File: src/rtl/apsp_consts.vh
// Constants shared by the ASCII parameter protocol interpreter and its reply sender.
`ifndef APSP_CONSTS_VH
`define APSP_CONSTS_VH

// Protocol control characters.
`define APSP_C_STX 8'h02
`define APSP_C_ETX 8'h03
`define APSP_C_EOT 8'h04
`define APSP_C_ENQ 8'h05
`define APSP_C_ACK 8'h06
`define APSP_C_BS 8'h08
`define APSP_C_NAK 8'h15

// Printable characters used in data fields.
`define APSP_C_ZERO 8'h30
`define APSP_C_PLUS 8'h2B
`define APSP_C_MINUS 8'h2D

// Checksum floor: results below it are lifted by the same amount.
`define APSP_BCC_MIN 8'h20

// Field lengths and last positions in characters.
`define APSP_ADDR_HALF 3'h2
`define APSP_ADDR_LAST 3'h3
`define APSP_PAR_LAST 3'h3
`define APSP_DATA_HIRES 3'h6

// Reply kinds handed to the sender.
`define APSP_KIND_ACK 2'h0
`define APSP_KIND_NAK 2'h1
`define APSP_KIND_EOT 2'h2
`define APSP_KIND_FRAME 2'h3

// Reply frame character positions.
`define APSP_IDX_SIGN 4'h5
`define APSP_IDX_ETX 4'hA
`define APSP_IDX_LAST 4'hB

`endif

File: src/rtl/apsp_reply_tx.v
// Reply sender: emits single answer characters or a full data reply frame.
`timescale 1ns/1ps
`include "apsp_consts.vh"

module apsp_reply_tx (
  // Clock and reset.
  input wire clk_in,
  input wire arst_n_in,
  // Reply request.
  input wire start_in,
  input wire [1:0] kind_in,
  input wire [15:0] num_in,
  input wire sign_in,
  input wire [19:0] mag_in,
  input wire wide_in,
  // Character stream towards the line transmitter.
  input wire tx_ready_in,
  output reg tx_valid_out,
  output reg [7:0] tx_data_out,
  output reg busy_out
);

  // Lifts a checksum out of the control-character range.
  function [7:0] bcc_fix;
    input [7:0] x;
    begin
      bcc_fix = (x < `APSP_BCC_MIN) ? x + `APSP_BCC_MIN : x;
    end
  endfunction

  // Turns one BCD digit into its ASCII character.
  function [7:0] dig_char;
    input [3:0] d;
    begin
      dig_char = `APSP_C_ZERO | {4'h0, d};
    end
  endfunction

  reg [1:0] kind_reg; // Latched reply kind.
  reg [15:0] num_reg; // Latched parameter number, four BCD digits.
  reg sign_reg; // Latched sign, high for negative.
  reg [19:0] mag_reg; // Latched magnitude, five BCD digits.
  reg wide_reg; // Latched wide-integer flag.
  reg [3:0] idx_reg; // Position of the character in flight.
  reg [7:0] bcc_reg; // Running XOR after the start character.
  reg [7:0] char_next; // Character for the current position.
  wire last_w; // High on the final character of the reply.

  assign last_w = (kind_reg != `APSP_KIND_FRAME) || (idx_reg == `APSP_IDX_LAST);

  // Picks the character for the current position.
  always @* begin
    char_next = bcc_fix(bcc_reg);
    if (kind_reg == `APSP_KIND_ACK) begin
      char_next = `APSP_C_ACK;
    end else if (kind_reg == `APSP_KIND_NAK) begin
      char_next = `APSP_C_NAK;
    end else if (kind_reg == `APSP_KIND_EOT) begin
      char_next = `APSP_C_EOT;
    end else begin
      case (idx_reg)
        4'h0: char_next = `APSP_C_STX;
        4'h1: char_next = dig_char(num_reg[15:12]);
        4'h2: char_next = dig_char(num_reg[11:8]);
        4'h3: char_next = dig_char(num_reg[7:4]);
        4'h4: char_next = dig_char(num_reg[3:0]);
        // Wide integers carry five digits and no sign.
        `APSP_IDX_SIGN: char_next = wide_reg ? dig_char(mag_reg[19:16]) :
                                   (sign_reg ? `APSP_C_MINUS : `APSP_C_PLUS);
        4'h6: char_next = dig_char(mag_reg[15:12]);
        4'h7: char_next = dig_char(mag_reg[11:8]);
        4'h8: char_next = dig_char(mag_reg[7:4]);
        4'h9: char_next = dig_char(mag_reg[3:0]);
        `APSP_IDX_ETX: char_next = `APSP_C_ETX;
        default: char_next = bcc_fix(bcc_reg);
      endcase
    end
  end

  // Loads one character, waits for the line to take it, then steps on.
  // A gap cycle between characters keeps the data path registered.
  always @(posedge clk_in or negedge arst_n_in) begin
    if (!arst_n_in) begin
      kind_reg <= `APSP_KIND_ACK;
      num_reg <= 16'h0000;
      sign_reg <= 1'b0;
      mag_reg <= 20'h00000;
      wide_reg <= 1'b0;
      idx_reg <= 4'h0;
      bcc_reg <= 8'h00;
      tx_valid_out <= 1'b0;
      tx_data_out <= 8'h00;
      busy_out <= 1'b0;
    end else if (!busy_out) begin
      // Idle: capture a new request.
      if (start_in) begin
        kind_reg <= kind_in;
        num_reg <= num_in;
        sign_reg <= sign_in;
        mag_reg <= mag_in;
        wide_reg <= wide_in;
        idx_reg <= 4'h0;
        bcc_reg <= 8'h00;
        busy_out <= 1'b1;
      end
    end else if (!tx_valid_out) begin
      // Present the next character.
      tx_data_out <= char_next;
      tx_valid_out <= 1'b1;
    end else if (tx_ready_in) begin
      // Character taken; the start character stays out of the checksum.
      tx_valid_out <= 1'b0;
      if (idx_reg != 4'h0) begin
        bcc_reg <= bcc_reg ^ tx_data_out;
      end
      if (last_w) begin
        busy_out <= 1'b0;
      end else begin
        idx_reg <= idx_reg + 4'h1;
      end
    end
  end

endmodule

File: src/rtl/apsp_interp.v
// Parameter protocol interpreter: parses host frames and drives storage and replies.
// Function
// - Write frame: reset, address, STX, number, data, ETX, checksum.
// - Accepted write answered with one ACK.
// - Malformed, too long or bad checksum gets NAK.
// - Out-of-limit write value rejected with NAK.
// - Six data characters mean high-resolution write.
// - Wide integers use five digits, no sign.
// - Read reply: STX, number, five data, ETX, checksum.
// - Reply data starts with sign, then magnitude.
// - NAK after reply repeats same parameter.
// - ACK after reply reads next parameter.
// - Backspace after reply reads previous parameter.
// - Unknown parameter answered with EOT.
// - Checksum XORs characters after STX through ETX.
// - Checksum below 32 gets 32 added.
// - Address 00 is broadcast; never answered.
// - Address digits each sent twice after reset.
// - Control characters use their fixed ASCII codes.
// - Parameter number is four decimal digits.
`timescale 1ns/1ps
`include "apsp_consts.vh"

module apsp_interp (
  // Clock and reset.
  input wire clk_in,
  input wire arst_n_in,
  // Received characters from the line receiver, same clock.
  input wire rx_valid_in,
  input wire [7:0] rx_data_in,
  // Transmitted characters towards the line transmitter.
  input wire tx_ready_in,
  output wire tx_valid_out,
  output wire [7:0] tx_data_out,
  // Own serial address, two BCD digits.
  input wire [7:0] addr_in,
  // Parameter storage request.
  output wire par_req_out,
  output wire par_write_out,
  output wire [15:0] par_num_out,
  output wire par_wneg_out,
  output wire [23:0] par_wdigits_out,
  output wire [2:0] par_wlen_out,
  output wire par_hires_out,
  // Parameter storage answer.
  input wire par_done_in,
  input wire par_exists_in,
  input wire par_ok_in,
  input wire par_rneg_in,
  input wire [19:0] par_rmag_in,
  input wire par_rwide_in
);

  //////////////////////////////////////////////////////////////////////////////
  // Parser states.
  localparam S_IDLE = 4'h0;
  localparam S_ADDR = 4'h1;
  localparam S_SEL = 4'h2;
  localparam S_RPAR = 4'h3;
  localparam S_RENQ = 4'h4;
  localparam S_WPAR = 4'h5;
  localparam S_WDAT = 4'h6;
  localparam S_WBCC = 4'h7;
  localparam S_STORE = 4'h8;
  localparam S_TX = 4'h9;
  localparam S_FAIL = 4'hA;
  localparam S_SKIP = 4'hB;

  //////////////////////////////////////////////////////////////////////////////
  // Helper functions.

  // High when a character is an ASCII decimal digit.
  function is_digit;
    input [7:0] c;
    begin
      is_digit = (c >= `APSP_C_ZERO) && (c <= (`APSP_C_ZERO | 8'h09));
    end
  endfunction

  // Lifts a checksum out of the control-character range.
  function [7:0] bcc_fix;
    input [7:0] x;
    begin
      bcc_fix = (x < `APSP_BCC_MIN) ? x + `APSP_BCC_MIN : x;
    end
  endfunction

  // Steps a four-digit BCD number up or down by one, wrapping at the ends.
  function [15:0] bcd_step;
    input [15:0] n;
    input up;
    integer i;
    reg carry;
    reg [3:0] d;
    begin
      carry = 1'b1;
      bcd_step = n;
      for (i = 0; i < 4; i = i + 1) begin
        d = n[i*4 +: 4];
        if (carry) begin
          if (up) begin
            carry = (d == 4'h9);
            d = carry ? 4'h0 : d + 4'h1;
          end else begin
            carry = (d == 4'h0);
            d = carry ? 4'h9 : d - 4'h1;
          end
        end
        bcd_step[i*4 +: 4] = d;
      end
    end
  endfunction

  //////////////////////////////////////////////////////////////////////////////
  // State and datapath registers.
  reg [3:0] state_reg; // Parser state.
  reg [2:0] cnt_reg; // Characters taken in the current field.
  reg match_reg; // Address digits so far equal our own.
  reg bcast_reg; // Address digits so far all zero.
  reg cont_reg; // A data reply went out; stepping characters are live.
  reg [7:0] bcc_reg; // Running XOR of the received command.
  reg req_reg; // One-cycle storage request.
  reg write_reg; // Request is a write.
  reg [15:0] num_reg; // Parameter number, four BCD digits.
  reg wneg_reg; // Write value is negative.
  reg sign_seen_reg; // A sign opened the data field.
  reg [23:0] wdig_reg; // Write digits, right aligned BCD.
  reg [2:0] wlen_reg; // Data characters of the last write.
  reg hires_reg; // Last write asked for high resolution.
  reg tx_start_reg; // One-cycle reply request.
  reg [1:0] tx_kind_reg; // Reply kind.
  reg rneg_reg; // Captured read sign.
  reg [19:0] rmag_reg; // Captured read magnitude.
  reg rwide_reg; // Captured wide-integer flag.
  wire tx_busy_w; // Sender still working.
  wire [3:0] dig_w; // Received digit value.
  wire [3:0] exp_w; // Address digit expected at this position.
  wire parsing_w; // Parser is inside or between frames.
  wire dig_ok_w; // Received character is a digit.

  assign dig_w = rx_data_in[3:0];
  assign dig_ok_w = is_digit(rx_data_in);
  // Each digit arrives twice: tens, tens, units, units.
  assign exp_w = (cnt_reg < `APSP_ADDR_HALF) ? addr_in[7:4] : addr_in[3:0];
  // While storage or the sender work, the parser does not listen.
  assign parsing_w = (state_reg != S_STORE) && (state_reg != S_TX) && (state_reg != S_FAIL);

  assign par_req_out = req_reg;
  assign par_write_out = write_reg;
  assign par_num_out = num_reg;
  assign par_wneg_out = wneg_reg;
  assign par_wdigits_out = wdig_reg;
  assign par_wlen_out = wlen_reg;
  assign par_hires_out = hires_reg;

  //////////////////////////////////////////////////////////////////////////////
  // Main parser. Characters are consumed one per rx_valid_in pulse.
  always @(posedge clk_in or negedge arst_n_in) begin
    if (!arst_n_in) begin
      state_reg <= S_IDLE;
      cnt_reg <= 3'h0;
      match_reg <= 1'b0;
      bcast_reg <= 1'b0;
      cont_reg <= 1'b0;
      bcc_reg <= 8'h00;
      req_reg <= 1'b0;
      write_reg <= 1'b0;
      num_reg <= 16'h0000;
      wneg_reg <= 1'b0;
      sign_seen_reg <= 1'b0;
      wdig_reg <= 24'h000000;
      wlen_reg <= 3'h0;
      hires_reg <= 1'b0;
      tx_start_reg <= 1'b0;
      tx_kind_reg <= `APSP_KIND_ACK;
      rneg_reg <= 1'b0;
      rmag_reg <= 20'h00000;
      rwide_reg <= 1'b0;
    end else begin
      req_reg <= 1'b0;
      tx_start_reg <= 1'b0;
      if (parsing_w && rx_valid_in && (rx_data_in == `APSP_C_EOT)) begin
        // Reset character: drop whatever was half received.
        state_reg <= S_ADDR;
        cnt_reg <= 3'h0;
        match_reg <= 1'b1;
        bcast_reg <= 1'b1;
        cont_reg <= 1'b0;
      end else begin
        case (state_reg)
          S_IDLE: begin
            // Between frames only stepping characters after a reply matter.
            if (rx_valid_in && cont_reg) begin
              if (rx_data_in == `APSP_C_NAK) begin
                write_reg <= 1'b0;
                req_reg <= 1'b1;
                state_reg <= S_STORE;
              end else if (rx_data_in == `APSP_C_ACK) begin
                num_reg <= bcd_step(num_reg, 1'b1);
                write_reg <= 1'b0;
                req_reg <= 1'b1;
                state_reg <= S_STORE;
              end else if (rx_data_in == `APSP_C_BS) begin
                num_reg <= bcd_step(num_reg, 1'b0);
                write_reg <= 1'b0;
                req_reg <= 1'b1;
                state_reg <= S_STORE;
              end
            end
          end
          S_ADDR: begin
            if (rx_valid_in) begin
              if (!dig_ok_w) begin
                // Unreadable address: nobody can be sure it was meant for us.
                state_reg <= S_SKIP;
              end else begin
                match_reg <= match_reg && (dig_w == exp_w);
                bcast_reg <= bcast_reg && (dig_w == 4'h0);
                cnt_reg <= cnt_reg + 3'h1;
                if (cnt_reg == `APSP_ADDR_LAST) begin
                  if ((match_reg && (dig_w == exp_w)) || (bcast_reg && (dig_w == 4'h0))) begin
                    state_reg <= S_SEL;
                  end else begin
                    state_reg <= S_SKIP;
                  end
                end
              end
            end
          end
          S_SEL: begin
            // STX opens a command; a digit opens a read request.
            if (rx_valid_in) begin
              cnt_reg <= 3'h1;
              if (rx_data_in == `APSP_C_STX) begin
                cnt_reg <= 3'h0;
                bcc_reg <= 8'h00;
                state_reg <= S_WPAR;
              end else if (dig_ok_w) begin
                num_reg <= {num_reg[11:0], dig_w};
                state_reg <= S_RPAR;
              end else begin
                state_reg <= S_FAIL;
              end
            end
          end
          S_RPAR: begin
            if (rx_valid_in) begin
              if (dig_ok_w) begin
                num_reg <= {num_reg[11:0], dig_w};
                cnt_reg <= cnt_reg + 3'h1;
                if (cnt_reg == `APSP_PAR_LAST) begin
                  state_reg <= S_RENQ;
                end
              end else begin
                state_reg <= S_FAIL;
              end
            end
          end
          S_RENQ: begin
            // Reads carry no checksum; ENQ ends them.
            if (rx_valid_in) begin
              if (rx_data_in != `APSP_C_ENQ) begin
                state_reg <= S_FAIL;
              end else if (bcast_reg) begin
                state_reg <= S_IDLE;
              end else begin
                write_reg <= 1'b0;
                req_reg <= 1'b1;
                state_reg <= S_STORE;
              end
            end
          end
          S_WPAR: begin
            if (rx_valid_in) begin
              bcc_reg <= bcc_reg ^ rx_data_in;
              if (dig_ok_w) begin
                num_reg <= {num_reg[11:0], dig_w};
                cnt_reg <= cnt_reg + 3'h1;
                if (cnt_reg == `APSP_PAR_LAST) begin
                  cnt_reg <= 3'h0;
                  sign_seen_reg <= 1'b0;
                  wneg_reg <= 1'b0;
                  wdig_reg <= 24'h000000;
                  state_reg <= S_WDAT;
                end
              end else begin
                state_reg <= S_FAIL;
              end
            end
          end
          S_WDAT: begin
            if (rx_valid_in) begin
              bcc_reg <= bcc_reg ^ rx_data_in;
              if (rx_data_in == `APSP_C_ETX) begin
                // An empty field or a lone sign carries no value.
                if ((cnt_reg == 3'h0) || ((cnt_reg == 3'h1) && sign_seen_reg)) begin
                  state_reg <= S_FAIL;
                end else begin
                  wlen_reg <= cnt_reg;
                  hires_reg <= (cnt_reg == `APSP_DATA_HIRES);
                  state_reg <= S_WBCC;
                end
              end else if (cnt_reg == `APSP_DATA_HIRES) begin
                state_reg <= S_FAIL;
              end else if ((cnt_reg == 3'h0) &&
                           ((rx_data_in == `APSP_C_PLUS) || (rx_data_in == `APSP_C_MINUS))) begin
                // A sign is optional; without one the field may hold a wide integer.
                sign_seen_reg <= 1'b1;
                wneg_reg <= (rx_data_in == `APSP_C_MINUS);
                cnt_reg <= cnt_reg + 3'h1;
              end else if (dig_ok_w) begin
                wdig_reg <= {wdig_reg[19:0], dig_w};
                cnt_reg <= cnt_reg + 3'h1;
              end else begin
                state_reg <= S_FAIL;
              end
            end
          end
          S_WBCC: begin
            // Broadcast commands are applied too, just never answered.
            if (rx_valid_in) begin
              if (rx_data_in == bcc_fix(bcc_reg)) begin
                write_reg <= 1'b1;
                req_reg <= 1'b1;
                state_reg <= S_STORE;
              end else begin
                state_reg <= S_FAIL;
              end
            end
          end
          S_STORE: begin
            // Wait for storage; its answer picks the reply.
            if (par_done_in) begin
              if (write_reg) begin
                if (bcast_reg) begin
                  state_reg <= S_IDLE;
                end else begin
                  if (!par_exists_in) begin
                    tx_kind_reg <= `APSP_KIND_EOT;
                  end else if (!par_ok_in) begin
                    tx_kind_reg <= `APSP_KIND_NAK;
                  end else begin
                    tx_kind_reg <= `APSP_KIND_ACK;
                  end
                  tx_start_reg <= 1'b1;
                  state_reg <= S_TX;
                end
              end else begin
                rneg_reg <= par_rneg_in;
                rmag_reg <= par_rmag_in;
                rwide_reg <= par_rwide_in;
                tx_kind_reg <= par_exists_in ? `APSP_KIND_FRAME : `APSP_KIND_EOT;
                cont_reg <= par_exists_in;
                tx_start_reg <= 1'b1;
                state_reg <= S_TX;
              end
            end
          end
          S_TX: begin
            // The start pulse masks the one cycle before the sender turns busy.
            if (!tx_start_reg && !tx_busy_w) begin
              state_reg <= S_IDLE;
            end
          end
          S_FAIL: begin
            if (bcast_reg) begin
              state_reg <= S_IDLE;
            end else begin
              tx_kind_reg <= `APSP_KIND_NAK;
              tx_start_reg <= 1'b1;
              state_reg <= S_TX;
            end
          end
          S_SKIP: begin
            // Frame for another station: only a reset character leaves here.
            state_reg <= S_SKIP;
          end
          default: begin
            state_reg <= S_IDLE;
          end
        endcase
      end
    end
  end

  //////////////////////////////////////////////////////////////////////////////
  // Reply sender.
  apsp_reply_tx u_tx (
    .clk_in(clk_in),
    .arst_n_in(arst_n_in),
    .start_in(tx_start_reg),
    .kind_in(tx_kind_reg),
    .num_in(num_reg),
    .sign_in(rneg_reg),
    .mag_in(rmag_reg),
    .wide_in(rwide_reg),
    .tx_ready_in(tx_ready_in),
    .tx_valid_out(tx_valid_out),
    .tx_data_out(tx_data_out),
    .busy_out(tx_busy_w)
  );

endmodule

File: config.mk
export PLATFORM = sky130hd
export DESIGN_NAME = apsp_interp
export DESIGN_NICKNAME = d
export VERILOG_FILES = /design/src/rtl/apsp_reply_tx.v /design/src/rtl/apsp_interp.v
export VERILOG_INCLUDE_DIRS = /design/src /design/src/rtl
export SDC_FILE = /design/constraint.sdc
export NUM_CORES = 1
export LEC_CHECK = 0
export ABC_CLOCK_PERIOD_IN_PS = 4550
export BUFFER_PORTS_ARGS = -buffer_cell sky130_fd_sc_hd__buf_2
export CORE_MARGIN = 2
export CORE_UTILIZATION = 38
export CTS_BUF_LIST = sky130_fd_sc_hd__clkbuf_4 sky130_fd_sc_hd__clkbuf_8
export CTS_CLUSTER_DIAMETER = 60
export DETAILED_ROUTE_END_ITERATION = 16
export PLACE_DENSITY_LB_ADDON = 0.25
export SETUP_SLACK_MARGIN = 0.4
export SYNTH_ARGS = -nofsm -noshare
export SYNTH_HDL_FRONTEND = slang
export SYNTH_SLANG_ARGS = --single-unit
File: constraint.sdc
create_clock -name clk_in -period 4.55 [get_ports clk_in]
set_input_delay 0.91 -clock clk_in [delete_from_list [all_inputs] [get_ports clk_in]]
set_output_delay 0.91 -clock clk_in [all_outputs]
set_load 0.05 [all_outputs]
==> metrics <==
cell area after synthesis=between 8000 and 9000 sq um; setup_tns=0 ps; Crit. End Element=flop; sequential power share=42.5%; Die Y=154 um; first-pass GRT wire length=between 30000 and 40000 um; CP Class=in -> reg; Congestion Overflow GR=0; Clock Tree Root=clkbuf_8; CTS Hold Bufs=0; Synth area leaders=dfrtp_1, nand2_1, o21ai_0; CTS tree=done; Synth Instances=slightly below 1000; run status=complete, no violations; setup ws final=1600 ps; post-CTS setup buffer count=0; Rows=54; Synth warnings=0; fillcell total=2184; CORE AREA=about 22000 sq um; Worst Hold Margin=458 ps; leakage power=4.37 nW; Die X=154 um; Worst Hold Class=reg -> reg; Initial Util=approximately two fifths; max reg flops=24; fin. max-slew vios=0; fraction of registers with async set/reset=100%; clock slew at reported path FFs=100 ps; post-synthesis register bit count=153; largest net degree at the start of global routing=99; clock sinks=153; crit start category=input port; Starting DRT DRC Count=592; drt pass-1 iters=5; critical path fanouts, max=20; count leader, synth=nand2_1; number of I/O pins=101; worst-margin pin slew=1030 ps; Max Cap Viol=0; final setup vio count=0; Main synth FF type=dfrtp_1; fmax=340 MHz; Seq. cell area=3830 sq um; drt wl/cell=16.5 um; CTS resizes=0; clk_skew=14.2 ps; RSZ-0062 raised after global routing=no; switch share=approximately 45%; number of synthesized flops with an enable pin=0; Req. time, crit path=4910 ps; Final Hold Vio Count=0; arrival time worst endpoint=3310 ps; vias in the first global route=6876; Bufs on Longest Clock Path=2; share of the synthesized area in the top cell type=44.8%; CP max stage delay=slightly below 700 ps; clock power share=19.5%; critical path's slowest cell=o21ai_1; fin crit period=2950 ps; DRC=0; WL final=22100 um; Mapped Avg Cell Area=8.66 sq um; relative slew slack=31.3%; Worst VDD drop=0.000210 V; GP Congestion=0.895; worst r2r path cells=7; ratio of cells with drive above 1 in the final layout=17.8%; die area=23700 sq um; CP cell instances=buf_2 -> o21ai_0 -> and3_1 -> and3_1 -> o21ai_1 -> o21bai_4 -> nor3_1 -> a211o_1; synth unique cells=76; Multi-input gate area=around 4300 sq um; initial antenna violation count=2; Cell Int Power=approximately 0.003 W; antenna viol nets, final=0; Via-to-Cell Ratio=roughly 5.4; DP Worst Slack=around 1200 ps; CP Buf/Inv Count=1; via count=7255; PD cells=between 500 and 600 nW/um^2; Synth top cells by count=nand2_1, dfrtp_1, o21ai_0, nor2_1, clkbuf_1; Port Buffers=100; Num CTS Buffers=17; hold path depth=2; Net Switching=0.00245 W; hpwl dp=15200 um; Clock Latency Late Sink=470 ps; H-tree levels=4; syn nets=1043; CP Depth=8; Layout area overhead=11.3%; combinational power share=between 30 and 40%; largest area contributor in the synthesized netlist=dfrtp_1; post-synthesis sequential area ratio=44.8%; gr usage total=18.8%; nets@finish=between 1000 and 1500; CP dominant cell by count=and3_1; period utilisation layout=between 60% and 70%; CP top delay family=compound AO/OA/AOI/OAI gates
worst paths after layout:
path,start,endpoint,slack [ps]
worst max-delay path,rx_data_in[1],par_num_out[12],1600
worst min-delay path,rmag_reg[17],u_tx.mag_reg[17],460
worst max register to register,state_reg[0],par_num_out[12],1630
worst min register to register,rmag_reg[17],u_tx.mag_reg[17],460
max in group asynchronous,arst_n_in,u_tx.tx_valid_out,3030
min in group asynchronous,arst_n_in,par_num_out[9],540
power by group through the flow:
stage | combinational (W) | sequential, W | clock (W)
after floorplan | 0.00158 | 0.00232 | 0
after global placement | 0.00206 | 0.00235 | 0
after detailed placement | 0.00209 | 0.00236 | 0
after CTS | 0.00210 | 0.00234 | 0.00110
after global routing | 0.00234 | 0.00241 | 0.00116
final | 0.00208 | 0.00234 | 0.00107
through the flow:
stage                     cells  area [sq um]  total power, W  utilization (%)
final                      1339          9510         0.00549             43.3
after global routing       1338          9510         0.00591             43.3
after CTS                  1338          9510         0.00553             43.3
after detailed placement   1306          9110         0.00445             41.5
after global placement     1306          9110         0.00441             41.5
after floorplan             987          8540         0.00390                -
final cells by class:
| type | count | share of cell area [%] |
|---|---|---|
| multi-input combinational | 748 | 45.3 |
| sequential | 153 | 40.3 |
| timing repair buffer | 107 | 5.88 |
| tap | 280 | 3.68 |
| clock buffer | 18 | 2.54 |
| clock inverter | 14 | 1.63 |
| inverter | 18 | 0.711 |
| antenna | 1 | 0.0263 |
tightest hold or removal path: stages, from the launching register on:
cell and delay [ps]:
dfrtp_1 350, nand2_1 50, nand2_1 50
logic make-up (layout without fill, tap and decap cells):
family | count (synthesis) | in the layout | synth area share (%)
flops | 153 | 153 | 44.8
other cells | 0 | 1 | 0
simple gates | 434 | 434 | 23.0
xor+xnor | 28 | 28 | 2.87
buf+inv | 86 | 157 | 4.94
compound gates | 228 | 228 | 16.8
fa+ha+maj | 11 | 11 | 1.61
mux | 47 | 47 | 6.00
layout by cell type, fill, tap and decap left out, drive strengths merged, types with 4 or more instances in the layout:
cell	netlist	layout
buf	29	107
nand4	8	8
nor3b	5	5
a211o	4	4
nand2b	21	21
xor2	22	22
a31oi	6	6
a21o	5	5
mux2i	13	13
ha	11	11
a32oi	4	4
a21oi	37	37
nand2	227	227
o211ai	5	5
a22oi	5	5
and2	4	4
mux2	34	34
nor2	77	77
nor4	7	7
dfrtp	153	153
a211oi	5	5
and3	6	6
xnor2	6	6
or3	4	4
clkbuf	39	18
a221oi	4	4
o21ai	106	106
o31ai	4	4
o22ai	5	5
inv	18	26
a22o	7	7
nor2b	13	13
nor3	21	21
nand3	26	26
layer usage:
metal / part of all wire [%] / GRT usage (%)
met2: 48 / 30.0
met5: 0.059 / 0
met1: 45 / 25.4
met4: 2.3 / 6.63
met3: 5.0 / 3.95
Note: power is estimated with default switching activity, not from simulation.
